<file path="src/pkg/psq_pkg.sv">
// constants and carrier types for the pseudo-static ram host sequencer
package psq_pkg;
  localparam int CLK_MHZ = 250;
  localparam int PU_PD_LOW_US = 50;
  localparam int PU_SEL_HIGH_US = 300;
  localparam int PAGE_MAX_US = 4;
  localparam int SETTLE_NS = 10;
  localparam int RC_NS = 65;
  localparam int WP_NS = 40;
  localparam int CP_NS = 12;
  localparam int C2LP_NS = 65;
  localparam int PU_PD_LOW_CYC = PU_PD_LOW_US * CLK_MHZ;
  localparam int PU_SEL_HIGH_CYC = PU_SEL_HIGH_US * CLK_MHZ;
  localparam int PAGE_MAX_CYC = PAGE_MAX_US * CLK_MHZ;
  localparam int SETTLE_CYC = (SETTLE_NS * CLK_MHZ + 999) / 1000;
  localparam int RC_CYC = (RC_NS * CLK_MHZ + 999) / 1000;
  localparam int WP_CYC = (WP_NS * CLK_MHZ + 999) / 1000;
  localparam int CP_CYC = (CP_NS * CLK_MHZ + 999) / 1000;
  localparam int C2LP_CYC = (C2LP_NS * CLK_MHZ + 999) / 1000;
  localparam int PGM_CYCLES = 6;
  localparam int PGM_ADDR_HIGH_LAST = 5;
  localparam int CW = 20;
  localparam int AW = 21;
  localparam int DW = 16;

  typedef enum logic [3:0] {
    ST_PU_LOW = 4'h0,
    ST_PU_HOLD = 4'h1,
    ST_IDLE = 4'h2,
    ST_RD = 4'h3,
    ST_WR = 4'h4,
    ST_SETTLE = 4'h5,
    ST_PRE = 4'h6,
    ST_PD_LOW = 4'h7,
    ST_PD_HOLD = 4'h8
  } psq_state_t;

  typedef struct packed {
    logic cs_n;
    logic pd_en;
    logic we_n;
    logic oe_n;
    logic lb_n;
    logic ub_n;
    logic dq_oe;
  } psq_pins_t;

  typedef struct packed {
    logic rd;
    logic wr;
    logic pgm;
    logic pdown;
    logic [1:0] be_n;
    logic [AW-1:0] addr;
    logic [DW-1:0] wdata;
  } psq_req_t;

  typedef struct packed {
    psq_state_t st;
    psq_pins_t pin;
    logic [AW-1:0] addr;
    logic [DW-1:0] dout;
    logic [DW-1:0] rdata;
    logic rvalid;
    logic done;
    logic ready;
    logic is_wr;
    logic pgm;
    logic [2:0] pgm_n;
    logic [CW-1:0] cnt;
    logic [DW-1:0] rq_s1;
    logic [DW-1:0] rq_s2;
  } psq_state_all_t;
endpackage

</file>
<file path="src/hdl/psq_host.sv">
// host sequencer driving the pseudo-static ram die pins
`timescale 1ns/10ps
module psq_host
  import psq_pkg::*;
#(
  parameter int PU_LOW_CYCLES = PU_PD_LOW_CYC,
  parameter int PU_HOLD_CYCLES = PU_SEL_HIGH_CYC
) (
  input wire logic clk_sys_in,
  input wire logic nrst_in,
  input wire logic clk_en_in,
  input wire psq_req_t req_in,
  input wire logic [DW-1:0] dq_in,
  output logic ready_out,
  output logic done_out,
  output logic rvalid_out,
  output logic [DW-1:0] rdata_out,
  output psq_pins_t pins_out,
  output logic [AW-1:0] addr_out,
  output logic [DW-1:0] dq_out
);
  // =========================================================
  // parameter checks
  if (PU_LOW_CYCLES < 1 || PU_LOW_CYCLES >= (1 << CW)) begin
    $error("PU_LOW_CYCLES out of range");
  end
  if (PU_HOLD_CYCLES < 1 || PU_HOLD_CYCLES >= (1 << CW)) begin
    $error("PU_HOLD_CYCLES out of range");
  end
  if (RC_CYC < 1 || WP_CYC < 1 || CP_CYC < 1 || SETTLE_CYC < 1) begin
    $error("strobe timing counts must be at least one");
  end
  if (PGM_CYCLES > 7 || PGM_ADDR_HIGH_LAST >= PGM_CYCLES) begin
    $error("program sequence counts out of range");
  end
  if (C2LP_CYC < 1 || C2LP_CYC >= (1 << CW)) begin
    $error("power-down low count out of range");
  end
  if (PAGE_MAX_CYC < RC_CYC + 1) begin
    $error("read cycle longer than select low limit");
  end

  // =========================================================
  // constants
  localparam logic [CW-1:0] ONE = 20'h00001;
  localparam logic [CW-1:0] C_PUL = CW'(PU_LOW_CYCLES);
  localparam logic [CW-1:0] C_PUH = CW'(PU_HOLD_CYCLES);
  localparam logic [CW-1:0] C_RC = CW'(RC_CYC);
  localparam logic [CW-1:0] C_WP = CW'(WP_CYC);
  localparam logic [CW-1:0] C_CP = CW'(CP_CYC);
  localparam logic [CW-1:0] C_ST = CW'(SETTLE_CYC);
  localparam logic [CW-1:0] C_C2 = CW'(C2LP_CYC);
  localparam logic [2:0] N_PGM = 3'(PGM_CYCLES);
  localparam logic [2:0] N_AH = 3'(PGM_ADDR_HIGH_LAST);
  localparam psq_pins_t PIN_RST = '{cs_n: 1'b1, pd_en: 1'b0, we_n: 1'b1,
    oe_n: 1'b1, lb_n: 1'b1, ub_n: 1'b1, dq_oe: 1'b0};

  // =========================================================
  // state
  psq_state_all_t s_q;
  psq_state_all_t s_d;

  // =========================================================
  // next state
  always_comb begin
    s_d = s_q;
    s_d.done = 1'b0;
    s_d.rvalid = 1'b0;
    s_d.rq_s1 = dq_in;
    s_d.rq_s2 = s_q.rq_s1;
    if (s_q.cnt != '0) begin
      s_d.cnt = s_q.cnt - ONE;
    end
    unique case (s_q.st)
      ST_PU_LOW: begin
        s_d.pin = PIN_RST;
        if (s_q.cnt == '0) begin
          s_d.pin.pd_en = 1'b1;
          s_d.cnt = C_PUH;
          s_d.st = ST_PU_HOLD;
        end
      end
      ST_PU_HOLD: begin
        if (s_q.cnt == '0) begin
          s_d.ready = 1'b1;
          s_d.st = ST_IDLE;
        end
      end
      ST_IDLE: begin
        if (req_in.pdown) begin
          s_d.ready = 1'b0;
          s_d.pin.pd_en = 1'b0;
          s_d.cnt = C_C2;
          s_d.st = ST_PD_LOW;
        end else if (req_in.pgm || req_in.rd || req_in.wr) begin
          s_d.ready = 1'b0;
          s_d.pgm = req_in.pgm;
          s_d.pgm_n = '0;
          s_d.is_wr = req_in.wr && !req_in.rd && !req_in.pgm;
          s_d.addr = req_in.pgm ? '1 : req_in.addr;
          s_d.dout = req_in.wdata;
          s_d.cnt = C_CP;
          s_d.st = ST_PRE;
        end
      end
      ST_PRE: begin
        if (s_q.cnt == '0) begin
          s_d.pin.pd_en = 1'b1;
          s_d.pin.cs_n = 1'b0;
          s_d.cnt = s_q.is_wr ? C_WP : C_RC;
          if (s_q.is_wr) begin
            s_d.pin.oe_n = 1'b1;
            s_d.pin.we_n = 1'b0;
            s_d.pin.dq_oe = 1'b1;
            {s_d.pin.ub_n, s_d.pin.lb_n} = req_be(s_q);
            s_d.st = ST_WR;
          end else begin
            s_d.pin.we_n = 1'b1;
            s_d.pin.oe_n = 1'b0;
            {s_d.pin.ub_n, s_d.pin.lb_n} = s_q.pgm ? 2'h0 : req_be(s_q);
            s_d.st = ST_RD;
          end
        end
      end
      ST_RD, ST_WR: begin
        if (s_q.cnt == '0) begin
          if (s_q.st == ST_RD) begin
            s_d.rdata = s_q.rq_s2;
            s_d.rvalid = !s_q.pgm;
          end
          s_d.pin.cs_n = 1'b1;
          s_d.cnt = C_ST;
          s_d.st = ST_SETTLE;
        end
      end
      ST_SETTLE: begin
        if (s_q.cnt == '0) begin
          s_d.pin.we_n = 1'b1;
          s_d.pin.oe_n = 1'b1;
          s_d.pin.dq_oe = 1'b0;
          s_d.pin.lb_n = 1'b1;
          s_d.pin.ub_n = 1'b1;
          if (s_q.pgm && s_q.pgm_n < N_PGM - 3'h1) begin
            s_d.pgm_n = s_q.pgm_n + 3'h1;
            s_d.is_wr = (s_q.pgm_n + 3'h1) == N_PGM - 3'h1;
            s_d.addr = ((s_q.pgm_n + 3'h1) < N_AH) ? '1 : s_q.addr;
            s_d.cnt = C_CP;
            s_d.st = ST_PRE;
          end else begin
            s_d.cnt = C_CP;
            s_d.st = ST_PD_HOLD;
          end
        end
      end
      ST_PD_LOW: begin
        if (s_q.cnt == '0) begin
          s_d.pin.pd_en = 1'b1;
          s_d.cnt = C_RC;
          s_d.st = ST_PD_HOLD;
        end
      end
      ST_PD_HOLD: begin
        if (s_q.cnt == '0) begin
          s_d.pgm = 1'b0;
          s_d.done = 1'b1;
          s_d.ready = 1'b1;
          s_d.st = ST_IDLE;
        end
      end
      default: begin
        s_d.st = ST_PU_LOW;
      end
    endcase
  end

  // =========================================================
  // byte lanes
  function automatic logic [1:0] req_be(input psq_state_all_t s);
    req_be = (s.pgm ? 2'h0 : req_in.be_n);
    if (req_be == 2'h3) begin
      req_be = 2'h0;
    end
  endfunction

  // =========================================================
  // state register
  always_ff @(posedge clk_sys_in or negedge nrst_in) begin
    if (!nrst_in) begin
      s_q <= '0;
      s_q.st <= ST_PU_LOW;
      s_q.pin <= PIN_RST;
      s_q.cnt <= C_PUL;
    end else if (clk_en_in) begin
      s_q <= s_d;
    end
  end

  // =========================================================
  // outputs
  assign ready_out = s_q.ready;
  assign done_out = s_q.done;
  assign rvalid_out = s_q.rvalid;
  assign rdata_out = s_q.rdata;
  assign pins_out = s_q.pin;
  assign addr_out = s_q.addr;
  assign dq_out = s_q.dout;
endmodule

</file>
<file path="config.mk">
export PLATFORM = sky130hd
export DESIGN_NAME = psq_host
export DESIGN_NICKNAME = d
export VERILOG_FILES = /design/src/pkg/psq_pkg.sv /design/src/hdl/psq_host.sv
export SDC_FILE = /design/constraint.sdc
export NUM_CORES = 1
export LEC_CHECK = 0
export BUFFER_PORTS_ARGS = -buffer_cell sky130_fd_sc_hd__buf_4
export CAP_MARGIN = 20
export CORE_MARGIN = 10
export CORE_UTILIZATION = 30
export CTS_CLUSTER_DIAMETER = 120
export DETAILED_ROUTE_END_ITERATION = 10
export GPL_TIMING_DRIVEN = 0
export HOLD_SLACK_MARGIN = 0.06
export PLACE_DENSITY_LB_ADDON = 0.15
export SYNTH_ARGS = -nofsm -noshare
export SYNTH_HDL_FRONTEND = slang
export SYNTH_SLANG_ARGS = --single-unit
</file>
<file path="constraint.sdc">
create_clock -name clk_sys_in -period 3.19 [get_ports clk_sys_in]
set_clock_uncertainty 0.05 [all_clocks]
set_input_delay 0.1595 -clock clk_sys_in [delete_from_list [all_inputs] [get_ports clk_sys_in]]
set_output_delay 0.1595 -clock clk_sys_in [all_outputs]
set_load 0.01 [all_outputs]
</file>
==> run_results.csv, run 1 <==
group,metric,value,unit
route,ant_nets,0,
placement,hpwl,13180,µm
global_routing,grt_max_degree,92,
sta,rsz0062_at_grt,"false",
cts,cts_buffer_depth,2,
floorplan,ios,125,
critical_path,required,3.43,ns
logic_synthesis,synthesis.nets,674,
placement,place.gp.congestion,0.8755,
cells_and_area,drive_gt1_share,43.28,%
placement,io_buffers,123,
logic_synthesis,syn_area_per_cell,10.82,µm²
route,routed_wl,18150,µm
logic_synthesis,synthFlopType,"dfrtp_1",
critical_path,criticalPathCategory,"register to register",
sta,setup_tns,0,ns
logic_synthesis,synth_top_cells_by_count,"113 x dfrtp_1, 81 x mux2_2, 62 x buf_4",
logic_synthesis,synth-async-reset-ratio,100.0,%
flow_run,max_cap_viol_count,0,
critical_path,critPathTopFamily,"simple AND/OR/NAND/NOR gates",
logic_synthesis,netlist_top_cells_area,"dfrtp_1 43%, mux2_2 14%, buf_4 7.1%",
logic_synthesis,yosysMostFrequentCell,"dfrtp_1",
sta,hold_viol,0,
route,drt_iter0_markers,432,
power_and_ir_drop,power_density,859.3,mW/mm²
power_and_ir_drop,peakVddDrop,0.4481,mV
sta,fmax,0.3325,GHz
logic_synthesis,synth_top_area_share,43.07,%
critical_path,slowest_delay,0.44,ns
logic_synthesis,syn_inst,607,
sta,setup_viol,0,
critical_path,crit_buf_inv,3,
cells_and_area,num-nets-final,859,
outcome,status,"finished, final reports clean",
route,wl_per_cell,16.74,µm
cts,cts_max_level,4,
global_routing,grt_pass1_wl,30080,µm
sta,tightest_slew,1.075,ns
global_routing,grtUsageTotal,12.97,%
critical_path,path_cells,"inv_1 > ha_1 > or3b_4 > nor4b_4 > buf_4 > nand3_2 > nor2_1 > o211a_1 > buf_4 > mux2_2",
logic_synthesis,ys_seq_elements,124,
sta,fin_crit_sh,94.28,%
floorplan,rows,54,
critical_path,path_max_fanout,10,
floorplan,die_w,167.9,µm
critical_path,end_kind,"register",
floorplan,die_area,0.02820,mm²
sta,setup_ws,0.1824,ns
cts,root_buffer,"clkbuf_16",
cells_and_area,design_area,0.008901,mm²
logic_synthesis,synth_edf_count,0,
floorplan,dieHeight,167.9,µm
cts,numClockSinks,124,
cells_and_area,seq_area,0.003117,mm²
critical_path,cp_common_cell,"buf_4",
cts,path_clk_slew,0.06,ns
logic_synthesis,synth_warnings,0,
critical_path,critPathSlowestCell,"dfrtp_1",
cells_and_area,fillCellCount,2064,
route,viasPerCell,4.795,
placement,pre_cts_ws,-0.3226,ns
cts,cts_made_buffers,17,
global_routing,gr-total-overflow,0,
power_and_ir_drop,p_leak,4.036,nW
route,first_pass_iters,5,
sta,slew_viol_final,0,
sta,period_minus_slack,3.008,ns
logic_synthesis,synth-seq-area-share,47.47,%
logic_synthesis,synth.largest_area_cell,"dfrtp_1",
global_routing,grt_pass1_vias,5623,
global_routing,grt_antenna_before_repair,0,
placement,dpl_cell_area,0.007870,mm²
cts,cts_tree,"built",
logic_synthesis,synth.cell_area,0.006565,mm²
power_and_ir_drop,p_total,7.648,mW
min_path,hold_class,"input pin to register",
critical_path,crit_arrival,3.25,ns
cells_and_area,syn_to_final_growth,35.58,%
cells_and_area,diodes,0,
sta,slew_headroom,27.77,%
cts,clkLatencyLatePin,0.41,ns
logic_synthesis,synth_cell_types,69,
route,drcViolationCount,0,
cells_and_area,final_util,41.04,%
floorplan,core,0.02169,mm²
route,dr_total_vias,5198,
cells_and_area,multiInputGateArea,0.002819,mm²
floorplan,initial_utilization,30.27,%
critical_path,start_kind,"register",
-- placed cells by master (no fill, tap or decap), types with 4 or more instances in the layout --
cell type      count
dlygate4sd3_1     36
o211ai_1           5
nand3_1            9
a21oi_1           20
inv_1             11
xor2_1             4
xnor2_1            6
mux2_2            81
mux2i_1            5
dfrtp_1          113
a22o_1             4
nand2_1           26
nor3_1            10
nand2b_1           6
nor2_1            53
buf_1              4
mux2_4             9
or4_1              4
dfstp_2           11
o21ai_0           45
clkbuf_1          24
clkbuf_16         17
nor4_1             8
buf_4            189
inv_6              4
or3_1              6
a31oi_1            5
ha_1               5
o22ai_1            4
-- registers in the layout, summed over array words and instances (netlist names) --
| signal | count |
|---|---|
| s_d | 16 |
| dq_out | 16 |
| done_out | 1 |
| rvalid_out | 1 |
| s_q | 45 |
| pins_out | 7 |
| ready_out | 1 |
| rdata_out | 16 |
| addr_out | 21 |
-- tightest hold or removal path: cells and delay by family --
kind / cells / cell delay, ns
simple gates: 2 / 0.08
compound gates: 2 / 0.21
buf+inv: 1 / 0.09
-- worst paths after layout --
check                                         from                       end  slack, ns  cells past startpoint
setup / recovery               s_q[32]$_DFFE_PN0P_  addr_out[20]$_DFFE_PN0P_       0.18                     10
hold / removal                          req_in[37]   pins_out[1]$_DFFE_PN1P_       0.08                      5
setup reg to reg               s_q[32]$_DFFE_PN0P_  addr_out[20]$_DFFE_PN0P_       0.18                     10
hold reg to reg            pins_out[6]$_DFFE_PN1P_   pins_out[6]$_DFFE_PN1P_       0.43                      2
max in group asynchronous                  nrst_in   pins_out[3]$_DFFE_PN1P_       2.17                      3
min in group asynchronous                  nrst_in  rdata_out[5]$_DFFE_PN0P_       0.15                      2
-- cells by family (layout without fill, tap and decap cells) --
kind of cell / count (synthesis) / in the layout / synth area share [%]
AND/OR/NAND/NOR: 150 / 150 / 12.37
XOR/XNOR: 10 / 10 / 1.334
adder cells (fa/ha/maj): 5 / 5 / 0.9529
multiplexers: 95 / 95 / 16.71
buffers and inverters: 106 / 303 / 9.815
flip-flops: 124 / 124 / 47.47
AO/OA/AOI/OAI: 117 / 117 / 11.34
-- area by class of cell --
| cell class | instances | area share, % |
|---|---|---|
| plain buffers | 93 | 6.705 |
| flip-flops and latches | 124 | 35.02 |
| well taps | 280 | 3.936 |
| inverters | 12 | 0.5060 |
| multi-input cells | 377 | 31.67 |
| clock buffers | 19 | 4.976 |
| repair buffers | 167 | 15.65 |
| clock inverters | 12 | 1.546 |
-- metrics by stage --
step	hold slack [ns]	instances
2_1_floorplan	-0.1861	607
4_1_cts	0.06578	1083
6_report	0.07776	1084
3_3_place_gp	0.3440	1010
3_5_place_dp	0.02262	1011
5_1_grt	0.09330	1084
-- metal layers --
metal / part of all wire [%] / global-route usage [%]
met1: 43 / 15.91
met2: 50 / 21.23
met3: 4.6 / 3.306
met4: 2.1 / 5.299
met5: 0 / 0
-- where the power goes --
part	total, mW	switching (mW)	internal, mW
clock	1.93	0.753	1.18
combinational	3.27	1.58	1.69
sequential	2.45	0.346	2.10
-- what timing repair did --
action,CTS,global route
setup buffers,5,2
setup endpoints to repair,47,53
cloned,0,0
hold buffers,36,0
pin swaps,2,1
resized for setup,2,3
endpoints found under the hold margin,154,0
Power figures use the tool's default switching activity.
==> inputs of run 2 (changes only) <==
--- a/config.mk
+++ b/config.mk
@@ -14,6 +14,8 @@
 export GPL_TIMING_DRIVEN = 0
 export HOLD_SLACK_MARGIN = 0.06
 export PLACE_DENSITY_LB_ADDON = 0.15
+export REMOVE_ABC_BUFFERS = 1
 export SYNTH_ARGS = -nofsm -noshare
 export SYNTH_HDL_FRONTEND = slang
 export SYNTH_SLANG_ARGS = --single-unit
+export TNS_END_PERCENT = 1
==> run 2 against run 1 <==
  * Clock power up 4%
  * Largest power group unchanged
  * Clock-buffer cell count down 1
  * Largest cell class unchanged
  * Hold slack got worse by 0.00065 ns
  * Combinational power decreased by 18%
  * Global-route usage decreased by 0.76 points
  * First-iteration DRC count decreased by 44%
  * Sequential power is 6% higher
  * Non-clock buffer count down 92
  * Sequential share of layout area is 2.1 points higher
  * Final area down 5.7%
  * Flip-flop and latch count stayed put
==> run_results.csv, run 2 (same netlist as run 1, synthesis figures left out) <==
group,metric,value,unit
placement,hpwl,11790,µm
power_and_ir_drop,pwr-share-seq,35.6,%
sta,period_minus_slack,3.014,ns
route,viasPerCell,4.909,
placement,place_inst,920,
min_path,hold_class,"input pin to register",
cells_and_area,fillCellCount,2113,
sta,slew_viol_final,0,
sta,slew_headroom,38.87,%
global_routing,grt_max_degree,86,
placement,pre_cts_ws,-0.6192,ns
floorplan,dieHeight,167.9,µm
global_routing,grt_pass1_vias,5218,
min_path,hold_path_depth,4,
critical_path,r2r_start,"s_q[32]$_DFFE_PN0P_",
cts,numClockSinks,124,
floorplan,die_w,167.9,µm
power_and_ir_drop,p_leak,3.692,nW
cells_and_area,multiInputGateArea,0.002869,mm²
outcome,status,"finished, final reports clean",
cells_and_area,diodes,0,
cts,clkLatencyLatePin,0.41,ns
power_and_ir_drop,power_density,867.6,mW/mm²
power_and_ir_drop,clockPowerShare,27.6,%
floorplan,die_area,0.02820,mm²
critical_path,criticalPathCategory,"register to register",
route,drcViolationCount,0,
cells_and_area,largest_reg_flops,45,
floorplan,initial_utilization,30.27,%
critical_path,path_cells,"inv_1 > ha_1 > or3b_4 > or4b_1 > o21ai_4 > nor2_1 > and3_1 > a221o_1",
cells_and_area,num-nets-final,767,
sta,rsz0062_at_grt,"false",
cells_and_area,seq_area,0.003117,mm²
cts,cts_max_level,4,
critical_path,crit_buf_inv,1,
cts,cts_made_buffers,17,
critical_path,end_kind,"register",
cts,cts_buffer_depth,2,
cells_and_area,mostFrequentLayoutCells,"128 x buf_4, 113 x dfrtp_1, 81 x mux2_2",
sta,setup_viol,0,
floorplan,rows,54,
sta,hold_viol,0,
route,dr_total_vias,4875,
critical_path,path_depth,8,
sta,fin_crit_sh,94.48,%
critical_path,path_max_fanout,8,
power_and_ir_drop,p_comb_share,36.8,%
critical_path,start_kind,"register",
cells_and_area,syn_to_final_growth,27.79,%
power_and_ir_drop,p_int,4.628,mW
power_and_ir_drop,peakVddDrop,0.3759,mV
sta,fmax,0.3318,GHz
critical_path,slowest_delay,0.67,ns
global_routing,grtUsageTotal,12.22,%
cts,cts_tree,"built",
route,drt_iter0_markers,240,
route,routed_wl,17240,µm
cells_and_area,stdcell_count,993,
cells_and_area,mostFrequentLayoutCell,"buf_4",
power_and_ir_drop,p_sw_share,36.42,%
floorplan,core,0.02169,mm²
critical_path,reg2reg_to,"s_q[51]$_DFFE_PN0P_",
cells_and_area,drive_gt1_share,40.67,%
power_and_ir_drop,power_switching,2.651,mW
critical_path,critPathSlowestCell,"or4b_1",
critical_path,reg2reg_depth,8,
floorplan,ios,125,
critical_path,required,3.43,ns
sta,setup_tns,0,ns
route,wl_per_cell,17.36,µm
route,ant_nets,0,
global_routing,gr-total-overflow,0,
cts,root_buffer,"clkbuf_16",
global_routing,grt_antenna_before_repair,0,
critical_path,critPathTopFamily,"simple AND/OR/NAND/NOR gates",
placement,place.gp.congestion,0.7946,
cts,path_clk_slew,0.06,ns
critical_path,ff2ff_setup_slack,0.18,ns
min_path,hold_path_startpoint,"req_in[38]",
global_routing,grt_pass1_wl,28260,µm
flow_run,max_cap_viol_count,0,
sta,tightest_slew,0.9086,ns
placement,io_buffers,124,
cells_and_area,top_register,"s_q",
power_and_ir_drop,p_total,7.278,mW
min_path,holdPathEnd,"pins_out[1]$_DFFE_PN1P_",
sta,setup_ws,0.1762,ns
route,first_pass_iters,4,
critical_path,crit_arrival,3.26,ns
-- run 2: cell types whose count changed in the layout (fill, tap and decap cells not counted), moves of 2 or more --
cell | before | now
buf_1 | 4 | 0
buf_2 | 2 | 0
buf_4 | 189 | 128
clkbuf_1 | 24 | 0
clkinv_2 | 2 | 0
clkinv_4 | 2 | 4
clkinvlp_4 | 2 | 0
inv_8 | 0 | 3
nand3_4 | 0 | 2
-- run 2: how the worst max path moves through the flow --
stage	from	endpoint
2_1_floorplan	s_q[32]$_DFFE_PN0P_	rdata_out[10]$_DFFE_PN0P_
3_3_place_gp	s_q[32]$_DFFE_PN0P_	rdata_out[7]$_DFFE_PN0P_
5_1_grt	s_q[122]$_DFFE_PN0P_	dq_out[10]$_DFFE_PN0P_
3_5_place_dp	s_q[32]$_DFFE_PN0P_	addr_out[0]$_DFFE_PN0P_
6_report	s_q[32]$_DFFE_PN0P_	s_q[51]$_DFFE_PN0P_
4_1_cts	s_q[32]$_DFFE_PN0P_	addr_out[5]$_DFFE_PN0P_
-- run 2: routing by layer --
metal / up-vias / track usage, % / wire length [µm]
li1: 2297 / - / -
met1: 2432 / 14.94 / 7591
met2: 128 / 19.40 / 8224
met3: 18 / 4.703 / 1163
met4: 0 / 3.861 / 259
met5: - / 0 / 0
-- run 2: power groups by stage --
stage               clock [mW]  sequential [mW]  combinational [mW]
global route              2.15             2.68                2.96
floorplan                    0             2.63                1.41
finish                    2.01             2.59                2.68
global placement             0             2.57                2.52
CTS                       2.08             2.58                2.67
detailed placement           0             2.60                2.59
-- run 2: through the flow --
step	area (µm²)	hold WS, ns	utilization (%)
3_3_place_gp	7247	0.3439	33.41
6_report	8389	0.07711	38.68
3_5_place_dp	7305	0.05659	33.68
2_1_floorplan	5966	-0.1861	-
5_1_grt	8389	0.07139	38.68
4_1_cts	8333	0.06016	38.42
-- run 2: worst reg2reg max path, cell delays in order, from the launching register on --
cell     delay [ns]
dfrtp_1        0.43
inv_1          0.11
ha_1           0.19
or3b_4         0.45
or4b_1         0.67
o21ai_4        0.36
nor2_1         0.18
and3_1         0.20
a221o_1        0.26
-- run 2: final cells by class --
type,count,share of cell area (%)
Tap cell,280,4.176
Clock buffer,18,5.235
Inverter,12,0.5369
Sequential cell,124,37.15
Timing Repair Buffer,168,16.64
Multi-Input combinational cell,377,34.20
Clock inverter,14,2.058
-- run 2: repair_timing --
| item | in CTS | in global routing |
|---|---|---|
| hold buffers | 35 | 0 |
| gates resized for setup | 9 | 3 |
| buffers inserted | 2 | 3 |
| pin swaps | 1 | 1 |
| endpoints found under the setup margin | 63 | 52 |
| hold endpoints to repair | 89 | 0 |
==> inputs of run 3 (changes only) <==
--- a/config.mk
+++ b/config.mk
@@ -14,6 +14,7 @@
 export GPL_TIMING_DRIVEN = 0
 export HOLD_SLACK_MARGIN = 0.06
 export PLACE_DENSITY_LB_ADDON = 0.15
+export RECOVER_POWER = 100
 export REMOVE_ABC_BUFFERS = 1
 export SYNTH_ARGS = -nofsm -noshare
 export SYNTH_HDL_FRONTEND = slang
==> run 3 against run 2 <==
  * The flow now finishes with violations (capacitance limit, slew limit)
  * Global-route usage unchanged
  * First-iteration DRC count down 7.9%
  * Clock power about the same
  * Critical path depth grew 2
  * Sequential power hardly changed
  * Flip-flop and latch count unchanged
  * Hold slack worse by 0.00070 ns
  * Largest cell class unchanged
==> run_results.csv, run 3 (same netlist as run 1, synthesis figures left out) <==
group,metric,value,unit
floorplan,initial_utilization,30.27,%
critical_path,reg2reg_to,"rdata_out[10]$_DFFE_PN0P_",
placement,io_buffers,124,
power_and_ir_drop,power_density,862.5,mW/mm²
sta,holdWs,0.07641,ns
critical_path,r2r_start,"s_q[32]$_DFFE_PN0P_",
global_routing,grt_pass1_wl,28260,µm
cells_and_area,top_register,"s_q",
critical_path,start_kind,"register",
cts,numClockSinks,124,
cells_and_area,syn_to_final_growth,23.23,%
flow_run,max_cap_viol_count,1,
sta,setup_ws,0.1553,ns
sta,slew_viol_final,40,
cells_and_area,largest_reg_flops,45,
outcome,violations,"capacitance limit, slew limit",
critical_path,reg2reg_depth,10,
floorplan,die_w,167.9,µm
global_routing,grt_max_degree,86,
route,ant_nets,0,
critical_path,ff2ff_setup_slack,0.16,ns
sta,setup_viol,0,
cts,cts_max_level,4,
outcome,status,"finished with violations",
sta,hold_viol,0,
floorplan,dieHeight,167.9,µm
sta,fmax,0.3295,GHz
min_path,hold_class,"input pin to register",
route,drt_iter0_markers,221,
critical_path,path_max_fanout,9,
power_and_ir_drop,p_leak,3.433,nW
placement,dpl_cell_area,0.007305,mm²
critical_path,required,3.44,ns
cells_and_area,num-nets-final,767,
cells_and_area,fillCellCount,2178,
cells_and_area,drive_gt1_share,30.29,%
sta,period_minus_slack,3.035,ns
cts,cts_buffer_depth,2,
route,wl_per_cell,17.34,µm
cts,root_buffer,"clkbuf_16",
sta,rsz0062_at_grt,"false",
sta,slew_headroom,-56.99,%
cells_and_area,seq_area,0.003117,mm²
floorplan,rows,54,
cts,cts_made_buffers,17,
power_and_ir_drop,peakVddDrop,0.3742,mV
sta,tightest_slew,2.355,ns
power_and_ir_drop,p_total,6.978,mW
cts,clkLatencyLatePin,0.41,ns
floorplan,die_area,0.02820,mm²
route,first_pass_iters,4,
global_routing,grt_antenna_before_repair,0,
critical_path,cp-endpoint,"rdata_out[10]$_DFFE_PN0P_",
cells_and_area,final_util,37.30,%
cells_and_area,multiInputGateArea,0.002814,mm²
cells_and_area,mostFrequentLayoutCells,"113 x dfrtp_1, 81 x mux2_2, 64 x buf_4, 64 x clkbuf_1, 53 x nor2_1",
global_routing,gr-total-overflow,0,
placement,pre_cts_ws,-0.6192,ns
cts,path_clk_slew,0.06,ns
critical_path,crit_arrival,3.28,ns
global_routing,grt_pass1_vias,5218,
cells_and_area,mostFrequentLayoutCell,"dfrtp_1",
cells_and_area,design_area,0.008090,mm²
cells_and_area,stdcell_count,993,
route,drcViolationCount,0,
placement,hpwl,11790,µm
floorplan,ios,125,
route,routed_wl,17220,µm
critical_path,crit_start,"s_q[32]$_DFFE_PN0P_",
route,viasPerCell,4.895,
route,dr_total_vias,4861,
min_path,hold_path_startpoint,"req_in[38]",
global_routing,grtUsageTotal,12.22,%
cts,cts_tree,"built",
sta,setup_tns,0,ns
placement,place_inst,920,
floorplan,core,0.02169,mm²
critical_path,criticalPathCategory,"register to register",
cells_and_area,diodes,0,
sta,fin_crit_sh,95.13,%
critical_path,end_kind,"register",
placement,place.gp.congestion,0.7946,
run 3: critical path: stages, from the launching register on:
cell	delay, ns
dfrtp_1	0.43
inv_1	0.11
ha_1	0.19
or3b_4	0.44
nor4b_1	0.30
buf_4	0.23
nand4_4	0.12
nor4b_1	0.32
buf_4	0.22
buf_8	0.15
mux2_2	0.34
run 3: power breakdown:
group	switching (mW)	total, mW	internal, mW	leakage (nW)
registers	0.471	2.57	2.10	1.53
clock network	0.807	2.01	1.20	0.302
logic	1.35	2.40	1.05	1.60
total	2.62	6.98	4.35	3.43
run 3: how the worst min path moves through the flow:
stage | cells after the start | slack [ns] | to
2_1_floorplan | 0 | -0.19 | addr_out[0]$_DFFE_PN0P_
3_5_place_dp | 1 | 0.06 | addr_out[0]$_DFFE_PN0P_
4_1_cts | 4 | 0.06 | pins_out[1]$_DFFE_PN1P_
3_3_place_gp | 2 | 0.34 | s_d[7]$_DFFE_PN0P_
5_1_grt | 4 | 0.07 | pins_out[1]$_DFFE_PN1P_
6_report | 4 | 0.08 | pins_out[1]$_DFFE_PN1P_
run 3: layer usage:
| layer | global-route usage [%] | routed length [µm] | vias to the layer above |
|---|---|---|---|
| met3 | 4.703 | 1156 | 18 |
| li1 | - | - | 2299 |
| met2 | 19.40 | 8246 | 109 |
| met4 | 3.861 | 257 | 0 |
| met5 | 0 | 0 | - |
| met1 | 14.94 | 7562 | 2435 |
run 3: cell type report:
type                            instances  area share [%]
Multi-Input combinational cell        377           34.78
Clock buffer                           18           5.428
Sequential cell                       124           38.52
Clock inverter                         14           2.134
Timing Repair Buffer                  168           14.24
Tap cell                              280           4.330
Inverter                               12          0.5568
run 3: repair_timing:
action / CTS / global route
hold buffers: 35 / 0
pin swaps: 1 / 1
buffers inserted: 2 / 3
endpoints found under the setup margin: 63 / 52
hold endpoints to repair: 89 / 0
resized for setup: 9 / 3
